**src/rtl/bcr_pkg.sv**
```systemverilog
package bcr_pkg;

  // Register byte addresses on the APB
  localparam logic [15:0] ADDR_CONTROL  = 16'h8000;
  localparam logic [15:0] ADDR_STATUS   = 16'h8004;
  localparam logic [15:0] ADDR_COMMAND  = 16'h8008;
  localparam logic [15:0] ADDR_XFER_LEN = 16'h8030;
  localparam logic [15:0] ADDR_TRANSP   = 16'h8034;
  localparam logic [15:0] ADDR_OPERANDS = 16'h8038;
  localparam logic [15:0] ADDR_RESULT   = 16'h803c;
  localparam logic [15:0] ADDR_FIFO     = 16'h8040;
  localparam logic [15:0] ADDR_IRQ_STAT = 16'h8044;
  localparam logic [15:0] ADDR_IRQ_MASK = 16'h8048;

  // Control register fields
  localparam int CTL_START_BIT   = 0;
  localparam int CTL_DEPTH_BIT   = 18;
  // Command register fields
  localparam int CMD_KIND_LSB    = 0;
  localparam int CMD_ROP_LSB     = 16;
  localparam int FIELD_W         = 4;
  // Status register fields
  localparam int ST_ACTIVE_BIT   = 0;
  localparam int ST_FULL_BIT     = 4;
  localparam int ST_HALF_BIT     = 5;
  localparam int ST_NEMPTY_BIT   = 6;
  localparam int ST_FREE_LSB     = 16;
  localparam int ST_USED_LSB     = 24;

  // Operands register: source [15:0], destination [31:16]
  localparam int OPD_DST_LSB     = 16;
  localparam int PIX_W           = 16;
  localparam int PIX8_W          = 8;

  localparam logic [31:0] CMD_RESET  = 32'h0000_0000;
  localparam logic [31:0] CTL_RESET  = 32'h0000_0000;

  // Output FIFO geometry and restart level
  localparam int          FIFO_DEPTH   = 16;
  localparam int          CNT_W        = 5;
  localparam logic [4:0]  FIFO_FULL    = 5'h10;
  localparam logic [4:0]  FIFO_HALF    = 5'h07;
  localparam logic [4:0]  RESUME_LEVEL = 5'h0e;

  localparam int LEN_W = 16;

  // Interrupt status bits
  localparam int IRQ_DONE_BIT  = 0;
  localparam int IRQ_PAUSE_BIT = 1;
  localparam int IRQ_W         = 2;

  typedef enum logic [3:0] {
    KIND_WRITE      = 4'h0,
    KIND_READ       = 4'h1,
    KIND_MOVE_POS   = 4'h2,
    KIND_MOVE_NEG   = 4'h3,
    KIND_WRITE_TRN  = 4'h4,
    KIND_PAT_FILL   = 4'h6,
    KIND_COLOR_EXP  = 4'h8
  } bcr_kind_t;

  typedef enum logic [1:0] {
    ST_IDLE  = 2'b00,
    ST_RUN   = 2'b01,
    ST_PAUSE = 2'b10
  } bcr_state_t;

endpackage

```
**src/rtl/bcr_engine.sv**
```systemverilog
// The APB register port was left to the implementer.
`timescale 1ns/1ps
// Functional notes
// [RULE1] Active flag high while transfer runs, read-only
// [RULE2] Read transfer fills FIFO only as it proceeds
// [RULE3] Full FIFO suspends read transfer, never overwrites
// [RULE4] Resume only when FIFO holds fewer than fourteen
// [RULE5] Raster-op code is the combining function
// [RULE6] Code bits form source/destination truth table
// [RULE7] Pattern fill uses pattern as source operand
// [RULE8] Color expansion: low three bits give start bit
// [RULE9] Operation select field picks transfer kind
// [RULE10] Code 0000: host write with raster-op
// [RULE11] Code 0001: read out through output FIFO
// [RULE12] Code 0010: move, positive address steps
// [RULE13] Code 0011: move, negative address steps
// [RULE14] Code 0100: transparent write skips key color
// [RULE15] Writing start bit one begins the transfer
// [RULE16] Depth bit selects 8 or 16 bit pixels
// [RULE17] Host keeps command fields stable while active
module bcr_engine
  import bcr_pkg::*;
(
  input  wire logic        pclk,
  input  wire logic        presetn,
  input  wire logic        psel,
  input  wire logic        penable,
  input  wire logic        pwrite,
  input  wire logic [15:0] paddr,
  input  wire logic [31:0] pwdata,
  output logic      [31:0] prdata,
  output logic             pready,
  output logic             pslverr,
  output logic             irq,
  output logic             addr_step_neg,
  output logic      [1:0]  addr_step_size
);
  import bcr_pkg::*;

  logic [31:0]          cmd_r, cmd_nxt;
  logic [31:0]          ctl_r, ctl_nxt;
  logic [LEN_W-1:0]     len_r, len_nxt;
  logic [PIX_W-1:0]     transp_r, transp_nxt;
  logic [31:0]          opd_r, opd_nxt;
  logic [PIX_W-1:0]     res_r, res_nxt;
  logic [CNT_W-1:0]     used_r, used_nxt;
  logic [CNT_W-1:0]     wptr_r, wptr_nxt;
  logic [CNT_W-1:0]     rptr_r, rptr_nxt;
  logic [PIX_W-1:0]     fifo_r [FIFO_DEPTH];
  logic [PIX_W-1:0]     rd_pix_r, rd_pix_nxt;
  logic [IRQ_W-1:0]     ist_r, ist_nxt;
  logic [IRQ_W-1:0]     imask_r, imask_nxt;
  logic [31:0]          prdata_nxt;
  logic                 pready_nxt;
  logic                 pslverr_nxt;
  logic                 irq_nxt;
  logic                 neg_nxt;
  logic [1:0]           size_nxt;
  bcr_state_t           st_r, st_nxt;

  logic                 acc;
  logic                 wr;
  logic                 rd;
  logic                 hit;
  logic                 push;
  logic                 pop;
  logic [3:0]           kind;
  logic [3:0]           rop;
  logic [PIX_W-1:0]     src;
  logic [PIX_W-1:0]     dst;
  logic [PIX_W-1:0]     rop_out;
  logic [PIX_W-1:0]     kind_res;
  logic [31:0]          status_word;
  logic [PIX_W-1:0]     expand;
  logic [2:0]           start_bit;
  logic                 ev_done;
  logic                 ev_pause;
  logic                 depth16;

  // Slave answers one cycle into the access phase, after one wait state
  assign acc     = psel & penable & ~pready;
  assign wr      = acc & pwrite;
  assign rd      = acc & ~pwrite;
  assign kind    = cmd_r[CMD_KIND_LSB +: FIELD_W];          // [RULE9]
  assign rop     = cmd_r[CMD_ROP_LSB +: FIELD_W];
  assign depth16 = ctl_r[CTL_DEPTH_BIT];                    // [RULE16]
  assign src     = opd_r[PIX_W-1:0];
  assign dst     = opd_r[OPD_DST_LSB +: PIX_W];
  assign start_bit = rop[2:0];                              // [RULE8]

  // Per-bit truth table; for pattern fill src carries the pattern
  always_comb begin
    for (int i = 0; i < PIX_W; i++) begin
      rop_out[i] = rop[{src[i], dst[i]}];                   // [RULE5] [RULE6] [RULE7]
    end
    expand = src[start_bit] ? {PIX_W{1'b1}} : {PIX_W{1'b0}};
  end

  // Read transfer pushes one pixel per cycle, only while running
  assign push = (st_r == ST_RUN) && (kind == KIND_READ)
                && (used_r != FIFO_FULL);                   // [RULE2] [RULE3]
  assign pop  = rd && (paddr == ADDR_FIFO) && (used_r != '0);

  // FIFO bookkeeping; count and pointers move together
  always_comb begin
    wptr_nxt   = wptr_r;
    rptr_nxt   = rptr_r;
    rd_pix_nxt = src;
    if (push) begin
      wptr_nxt = wptr_r + 5'h01;                            // [RULE2]
    end
    if (pop) begin
      rptr_nxt = rptr_r + 5'h01;
    end
    used_nxt = used_r + {4'h0, push} - {4'h0, pop};
  end

  // Result of the current kind; a read transfer keeps the old one
  always_comb begin
    case (kind)
      KIND_WRITE,
      KIND_MOVE_POS,
      KIND_MOVE_NEG,
      KIND_PAT_FILL: begin
        kind_res = rop_out;           // [RULE10] [RULE12] [RULE13]
      end
      KIND_WRITE_TRN: begin
        kind_res = (src == transp_r) ? dst : src;           // [RULE14]
      end
      KIND_COLOR_EXP: begin
        kind_res = expand;                                  // [RULE8]
      end
      default: begin
        kind_res = res_r;                                   // [RULE11]
      end
    endcase
    // Upper byte is dropped so 8-bit results never carry stale bits
    if (!depth16) begin
      kind_res[PIX_W-1:PIX8_W] = '0;                        // [RULE16]
    end
  end

  // Status word as seen by software
  always_comb begin
    status_word                       = '0;
    status_word[ST_ACTIVE_BIT]        = (st_r != ST_IDLE);  // [RULE1]
    status_word[ST_FULL_BIT]          = (used_r == FIFO_FULL);
    status_word[ST_HALF_BIT]          = (used_r >= FIFO_HALF);
    status_word[ST_NEMPTY_BIT]        = (used_r != '0);
    status_word[ST_FREE_LSB +: CNT_W] = FIFO_FULL - used_r;
    status_word[ST_USED_LSB +: CNT_W] = used_r;
  end

  always_comb begin
    st_nxt   = st_r;
    len_nxt  = len_r;
    res_nxt  = res_r;
    ev_done  = 1'b0;
    ev_pause = 1'b0;
    case (st_r)
      ST_IDLE: begin
        // Length is only taken while idle
        if (wr && paddr == ADDR_XFER_LEN) begin
          len_nxt = pwdata[LEN_W-1:0];
        end
        if (wr && paddr == ADDR_CONTROL && pwdata[CTL_START_BIT]) begin
          st_nxt = ST_RUN;                                  // [RULE15]
        end
      end
      ST_RUN: begin
        // A full FIFO stalls the count so no pixel is dropped
        if (kind == KIND_READ && used_r == FIFO_FULL) begin
          if (!pop) begin
            st_nxt   = ST_PAUSE;                            // [RULE3]
            ev_pause = 1'b1;
          end
        end else begin
          res_nxt = kind_res;                               // [RULE5]
          if (len_r <= 16'h0001) begin
            len_nxt = '0;
            st_nxt  = ST_IDLE;
            ev_done = 1'b1;
          end else begin
            len_nxt = len_r - 16'h0001;
          end
        end
      end
      ST_PAUSE: begin
        if (used_r < RESUME_LEVEL) begin
          st_nxt = ST_RUN;                                  // [RULE4]
        end
      end
      default: st_nxt = ST_IDLE;
    endcase
  end

  always_comb begin
    cmd_nxt    = cmd_r;
    ctl_nxt    = ctl_r;
    transp_nxt = transp_r;
    opd_nxt    = opd_r;
    imask_nxt  = imask_r;
    ist_nxt    = ist_r;
    if (wr) begin
      case (paddr)
        // Start bit is write-only and never stored
        ADDR_CONTROL:  ctl_nxt = pwdata & ~(32'h1 << CTL_START_BIT);
        ADDR_COMMAND:  cmd_nxt = pwdata;                    // [RULE17]
        ADDR_TRANSP:   transp_nxt = pwdata[PIX_W-1:0];
        ADDR_OPERANDS: opd_nxt = pwdata;
        ADDR_IRQ_MASK: imask_nxt = pwdata[IRQ_W-1:0];
        default: ;
      endcase
    end
    // Read clears status, but a same-cycle event still sets
    if (rd && paddr == ADDR_IRQ_STAT) ist_nxt = '0;
    ist_nxt[IRQ_DONE_BIT]  = ist_nxt[IRQ_DONE_BIT] | ev_done;
    ist_nxt[IRQ_PAUSE_BIT] = ist_nxt[IRQ_PAUSE_BIT] | ev_pause;
    irq_nxt  = |(ist_nxt & imask_nxt);
    neg_nxt  = (kind == KIND_MOVE_NEG);                     // [RULE13]
    size_nxt = depth16 ? 2'h2 : 2'h1;                       // [RULE16]
  end

  always_comb begin
    prdata_nxt  = '0;
    pslverr_nxt = 1'b0;
    pready_nxt  = psel & penable & ~pready;
    hit         = 1'b0;
    if (rd) begin
      case (paddr)
        ADDR_CONTROL:  prdata_nxt = ctl_r;
        ADDR_STATUS:   prdata_nxt = status_word;            // [RULE1]
        ADDR_COMMAND:  prdata_nxt = cmd_r;
        ADDR_XFER_LEN: prdata_nxt[LEN_W-1:0] = len_r;
        ADDR_TRANSP:   prdata_nxt[PIX_W-1:0] = transp_r;
        ADDR_OPERANDS: prdata_nxt = opd_r;
        ADDR_RESULT:   prdata_nxt[PIX_W-1:0] = res_r;
        ADDR_FIFO:     prdata_nxt[PIX_W-1:0] = fifo_r[rptr_r[3:0]];
        ADDR_IRQ_STAT: prdata_nxt[IRQ_W-1:0] = ist_r;
        ADDR_IRQ_MASK: prdata_nxt[IRQ_W-1:0] = imask_r;
        default:       pslverr_nxt = 1'b1;
      endcase
    end else if (wr) begin
      // Read-only and unmapped offsets refuse a write
      case (paddr)
        ADDR_CONTROL,
        ADDR_COMMAND,
        ADDR_XFER_LEN,
        ADDR_TRANSP,
        ADDR_OPERANDS,
        ADDR_IRQ_MASK: hit = 1'b1;
        default:       hit = 1'b0;
      endcase
      pslverr_nxt = ~hit;
    end
  end

  // Storage needs no reset; the count says which words are valid
  always_ff @(posedge pclk) begin
    if (push) fifo_r[wptr_r[3:0]] <= rd_pix_r;              // [RULE11]
  end

  always_ff @(posedge pclk or negedge presetn) begin
    if (!presetn) begin
      st_r           <= ST_IDLE;
      cmd_r          <= CMD_RESET;
      ctl_r          <= CTL_RESET;
      len_r          <= '0;
      transp_r       <= '0;
      opd_r          <= '0;
      res_r          <= '0;
      used_r         <= '0;
      wptr_r         <= '0;
      rptr_r         <= '0;
      rd_pix_r       <= '0;
      ist_r          <= '0;
      imask_r        <= '0;
      prdata         <= '0;
      pready         <= 1'b0;
      pslverr        <= 1'b0;
      irq            <= 1'b0;
      addr_step_neg  <= 1'b0;
      addr_step_size <= 2'h1;
    end else begin
      st_r           <= st_nxt;
      cmd_r          <= cmd_nxt;
      ctl_r          <= ctl_nxt;
      len_r          <= len_nxt;
      transp_r       <= transp_nxt;
      opd_r          <= opd_nxt;
      res_r          <= res_nxt;
      used_r         <= used_nxt;
      wptr_r         <= wptr_nxt;
      rptr_r         <= rptr_nxt;
      rd_pix_r       <= rd_pix_nxt;
      ist_r          <= ist_nxt;
      imask_r        <= imask_nxt;
      prdata         <= prdata_nxt;
      pready         <= pready_nxt;
      pslverr        <= pslverr_nxt;
      irq            <= irq_nxt;
      addr_step_neg  <= neg_nxt;
      addr_step_size <= size_nxt;
    end
  end

endmodule

```
**config.mk**
```make
export PLATFORM = sky130hd
export DESIGN_NAME = bcr_engine
export DESIGN_NICKNAME = d
export VERILOG_FILES = /design/src/rtl/bcr_pkg.sv /design/src/rtl/bcr_engine.sv
export SDC_FILE = /design/constraint.sdc
export NUM_CORES = 1
export LEC_CHECK = 0
export ABC_AREA = 1
export BUFFER_PORTS_ARGS = -buffer_cell sky130_fd_sc_hd__buf_2
export CORE_ASPECT_RATIO = 0.6
export CORE_MARGIN = 2
export CORE_UTILIZATION = 56
export DETAILED_ROUTE_END_ITERATION = 10
export PLACE_DENSITY = 0.76
export SETUP_SLACK_MARGIN = 0.05
export SLEW_MARGIN = 10
export SYNTH_ARGS = -nofsm -noshare
export SYNTH_HDL_FRONTEND = slang
export SYNTH_SLANG_ARGS = --single-unit
```
**constraint.sdc**
```tcl
create_clock -name pclk -period 2.6 [get_ports pclk]
set_input_delay 0.13 -clock pclk [delete_from_list [all_inputs] [get_ports pclk]]
set_output_delay 0.13 -clock pclk [all_outputs]
set_load 0.005 [all_outputs]
```
# == Yosys cells after proc, flatten, opt, wreduce, memory -nomap -nowiden ==
# Memories as Yosys holds them, arrays and structs flattened.
# Index checks and enable logic that the tools add are counted.
# op_classes
addsub,6
multipliers,0
n_div,0
n_lt_le_gt_ge,20
n_eq_ne,28
n_shift,0
mux,70
bitwise,11
n_reduce_logical,27
# op_table
cell,n
$eq A16 B16 Y1 const B,10
$pmux W14 S8,1
$mux W16,5
$pmux W16 S4,1
$lt A2 B3 Y1 const B,16
$pmux W16 S3,1
$bmux W1 S2,16
$mux W32,1
$pmux W16 S2,1
$mux W1,31
$pmux W2 S10,1
$mux W2,9
$eq A16 B16 Y1,1
$le A16 B1 Y1 const B,1
$sub A16 B1 Y16 const B,1
$add A5 B1 Y5 const B,2
$reduce_or A10 Y1,1
$logic_and A1 B1 Y1,9
$reduce_and A3 Y1,3
$eq A4 B2 Y1 const B,2
$eq A4 B3 Y1 const B,2
$mux W8,1
$ne A2 B2 Y1 const B,4
$reduce_and A2 Y1,4
30 further kinds,38
# word_totals
reg_bits,218
latch_bits,0
mem_bits_rw,256
mem_bits_ro,0
inputBits,53
output_inout_bits,38
word_cells,183
memories,1
# memory_table
memory,depth,word_bits,rd,rd_ports_with_merged_regs,write_ports,line,source
fifo_r,16,16,1,0,1,bcr_engine.sv:49,logic [PIX_W-1:0] fifo_r [FIFO_DEPTH];

# == Depth between registers and ports, before layout ==
# logic_depth
depth_word,11
depth_mapped,16
depth_no_buf,15

# == Worst setup path after synthesis ==
# No wires, ideal clock.
# synth_path
path_type,reg2reg
startpoint,reg used_r[1]
endpoint,"mem fifo_r[11][0], enable pin"
setup_time_ns,0.388
arrival_ns,2.303
required_ns,2.212
slack_ns,-0.091
stages_incl_launch_ff,9
n_path_buf,0
synth_period_minus_slack_ns,2.691
path_cell_list,dfrtp_1 > inv_1 > ha_1 > nand2_1 > inv_1 > ha_1 > nor3_4 > nand2_1 > nor2_1
# synth_via
elab_chain_cells,4
# synth_rtl
item,line,source
from (decl),bcr_engine.sv:46,"logic [CNT_W-1:0] used_r, used_nxt;"
from (signal assigned),bcr_engine.sv:292,used_r <= used_nxt;
$ne A5 B5 Y1,bcr_engine.sv:101,&& (used_r != FIFO_FULL);
$logic_and A1 B1 Y1,bcr_engine.sv:101,
$mux W1,bcr_engine.sv:260,if (push) fifo_r[wptr_r[3:0]] <= rd_pix_r;
$mux W1 (implied by the code),bcr_engine.sv:260,
to (decl),bcr_engine.sv:49,
# No other way between the ends.

# == Final worst setup path ==
# layout_path
startpoint,reg used_r[0]
endpoint,reg used_r[4]
# layout_via
elab_chain_cells,4
elab_cells_between_ends,6
cone_classes,2 x add/sub; 1 x eq/ne; 3 x reduce/logical
# layout_rtl
item,line,source
$ne A5 B5 Y1,bcr_engine.sv:101,
$logic_and A1 B1 Y1,bcr_engine.sv:101,
$add A5 B1 Y5,bcr_engine.sv:115,"used_nxt = used_r + {4'h0, push} - {4'h0, pop};"
$sub A5 B1 Y5 *,bcr_engine.sv:115,
named net used_nxt[4],bcr_engine.sv:46,
# The timed path passes the listed nets; every way through them passes the cells marked *.
# A chain may end at the register's enable or synchronous reset.

==> flow_summary.ini <==
[cts]
cts.sink_count = 472
cts.clk_slew.worst_paths_ns = 0.07
cts_root_buf = clkbuf_16
worstSkewPairLatency_ns = 0.57
clk_path_buf_depth = 3
cts_buffers = 44
cts.htree.levels = 2
cts_tree = built

[critical_path]
path_cells = inv_1 -> ha_1 -> nand2_2 -> inv_1 -> ha_2 -> nand3b_4 -> xor2_1 -> inv_1 -> ha_1 -> inv_1 -> fa_2 -> o21ai_2 -> a21oi_1 -> xor2_1
cp_max_fo = 4
crit_type = reg -> reg
critPathRequiredTime_ns = 3.04
max_stage_delay_ns = 0.38
crit_path_end_kind = flop
cp_slowest_cell = fa_2
critPathLaunchType = flop
crit_top_cell = inv_1
arrival_ns = 2.90

[yosys]
ys_async_sr_fraction = 0.4576
ys_warn_count = 0
netlist_instances = 2369
yosys.cell_types.count = 47
synth-edff-count = 256
ys_seq_elements = 472
synth_flop_cell = edfxtp_1
syn_area_per_cell_um2 = 9.243
ys_seq_area_frac = 0.5980
syn_nets = 2443
synth.cell_area_um2 = 21900

[grt]
grt_max_degree = 87
grt_pass1_vias = 16820
antenna_found_initial = 0
grt_overflow = 0
grt_usage = 0.3142
grt_pass1_wl_um = 97410

[route]
routed_wl_um = 63330
drc_errors = 0
drt_pass1_iterations = 6
drtIter0Drc = 2789
viasPerCell = 5.828
wire_per_inst_um = 20.51
antenna_left = 0
routed-via-count = 17990

[placed_design]
placed_cell_area_um2 = 23370
hpwl_um = 44060
place.gp.congestion = 0.9560
numPortBuffers = 90

[flow_run]
max_cap_violations = 0

[sta]
fin_skew_ns = 0.02210
worst_slew_pin_slew_ns = 1.028
slew_viol_final = 0
timing.fmax_mhz = 406.5
setup_violations = 0
period_needed_ns = 2.460
maxSlewHeadroom = 0.3149
rsz0062_at_grt = yes
finalSetupTns_ns = 0
hold_violations = 0
finalCritPeriodShare = 0.9461

[floorplan]
std_cell_rows = 56
dieArea_um2 = 40750
ios = 91
die-height_um = 157.2
coreArea_um2 = 38820
start_util = 0.5641
die_w_um = 259.3

[layout]
final_area_um2 = 25140
utilization = 0.6476
num_antenna_cells = 0
drive_above_1_share = 0.1341
nNetsFinal = 2604
syn2layout_area_growth_pct = 14.81

[power]
peakVddDrop_mv = 0.4546
p_per_area_nw_per_um2 = 638.9
p_leak_nw = 10.14

[hold_path]
hold_path.class = in -> reg

[run_status]
status = finished, final reports clean
cells by family after synthesis:
family	count (synthesis)	share of synthesized area
compound gates	416	0.1005
xor+xnor	30	0.01200
flops	472	0.5980
fa+ha+maj	21	0.01234
buf+inv	317	0.06086
simple gates	1113	0.2163
layout make-up:
class | count | area, um2
fillers | 3173 | 13680
flip-flops and latches | 472 | 13100
multi-input cells | 1580 | 7526
repair buffers | 233 | 1713
clock buffers | 63 | 1232
inverters | 199 | 754.5
well taps | 522 | 653.1
clock inverters | 18 | 162.7
power breakdown:
part	internal, mW	switching [mW]	leakage (nW)
sequential	7.98	0.191	4.67
clock	3.52	2.83	0.690
combinational	0.500	1.04	4.77
total	12.0	4.06	10.1
sequential cells by signal, summed over array words and instances (netlist names), 4 cells and up:
name / cells
cmd_r: 32
fifo_r: 256
res_r: 16
opd_r: 32
rd_pix_r: 16
transp_r: 16
prdata: 32
wptr_r: 4
rptr_r: 4
len_r: 16
ctl_r: 31
used_r: 5
per-stage QoR:
step	power (mW)	std cells	hold slack (ns)	setup WS (ns)
after floorplan	9.147	2369	-0.1656	0.003066
after global placement	9.664	2971	0.1862	0.05737
after detailed placement	9.722	2971	0.1913	0.001497
after CTS	16.06	3087	0.08425	0.06710
after global routing	16.56	3087	0.1405	0.01227
final	16.06	3087	0.1110	0.1401
synthesized netlist by cell type (3+ instances only):
cell	count	share of area
buf_6	5	0.0026
dfrtp_1	215	0.25
nand4_2	4	0.0023
o211ai_1	19	0.0065
or2_2	3	0.00086
buf_2	36	0.0082
nor2_2	8	0.0023
a211oi_1	3	0.0010
nand2_1	472	0.081
a31oi_1	16	0.0046
ha_1	20	0.011
inv_1	181	0.031
edfxtp_1	256	0.35
nor2_1	395	0.068
o21ai_0	235	0.054
nor3_4	3	0.0022
xor2_1	30	0.012
o22ai_1	12	0.0034
o21ai_1	72	0.016
buf_1	13	0.0022
buf_4	14	0.0048
nor3_1	19	0.0043
nand2_2	7	0.0020
clkbuf_1	50	0.0086
a21oi_1	53	0.012
inv_2	15	0.0026
nor2_4	5	0.0026
nand3_1	159	0.036
nand4_1	28	0.0080
final timing paths:
path / from / slack [ns] / to / cells past startpoint
worst max-delay path: used_r[0] / 0.14 / used_r[4] / 14
worst min-delay path: pwrite / 0.11 / rptr_r[0] / 6
worst max register to register: used_r[0] / 0.14 / used_r[4] / 14
worst min register to register: ctl_r[18] / 0.45 / addr_step_size[1] / 0
max in group asynchronous: presetn / 1.66 / ctl_r[5] / 3
min in group asynchronous: presetn / 0.17 / ctl_r[18] / 2
per-layer routing:
layer	wire length (um)	vias up	track usage
met1	28090	8609	0.4940
met2	25740	1068	0.4358
li1	-	8207	-
met5	0	-	0
met4	1090	0	0.06459
met3	8412	106	0.08261
layout by cell type (no fill, tap or decap), types with 6 or more instances in the layout:
master,n
a21oi_1,53
nand2_1,471
clkinv_2,8
buf_4,100
nand4_1,28
o21ai_0,234
inv_2,17
edfxtp_1,256
nand2_2,8
dfrtp_1,214
clkbuf_1,13
a31oi_1,16
o211ai_1,19
xor2_1,30
nand3_1,159
dlygate4sd3_1,35
o21ai_1,71
buf_2,89
inv_1,179
ha_1,19
clkbuf_16,44
nor2_2,21
buf_12,7
clkbuf_8,6
nor3_1,19
o22ai_1,12
nor2_1,382
critical path: cells and delay by family, from the launching register on:
| kind | cells | cell delay [ns] |
|---|---|---|
| AO/OA/AOI/OAI | 2 | 0.21 |
| XOR/XNOR | 2 | 0.31 |
| adder cells (fa/ha/maj) | 4 | 0.97 |
| buffers and inverters | 4 | 0.25 |
| flip-flops | 1 | 0.34 |
| AND/OR/NAND/NOR | 2 | 0.27 |
what timing repair did:
action / 4_1_cts / 5_1_grt
endpoints found under the hold margin: 198 / 0
hold buffers: 35 / 0
buffers inserted: 0 / 0
gates cloned: 0 / 0
endpoints found under the setup margin: 1 / 25
gates resized for setup: 2 / 6
No activity file was read; power rests on OpenSTA's default activity.
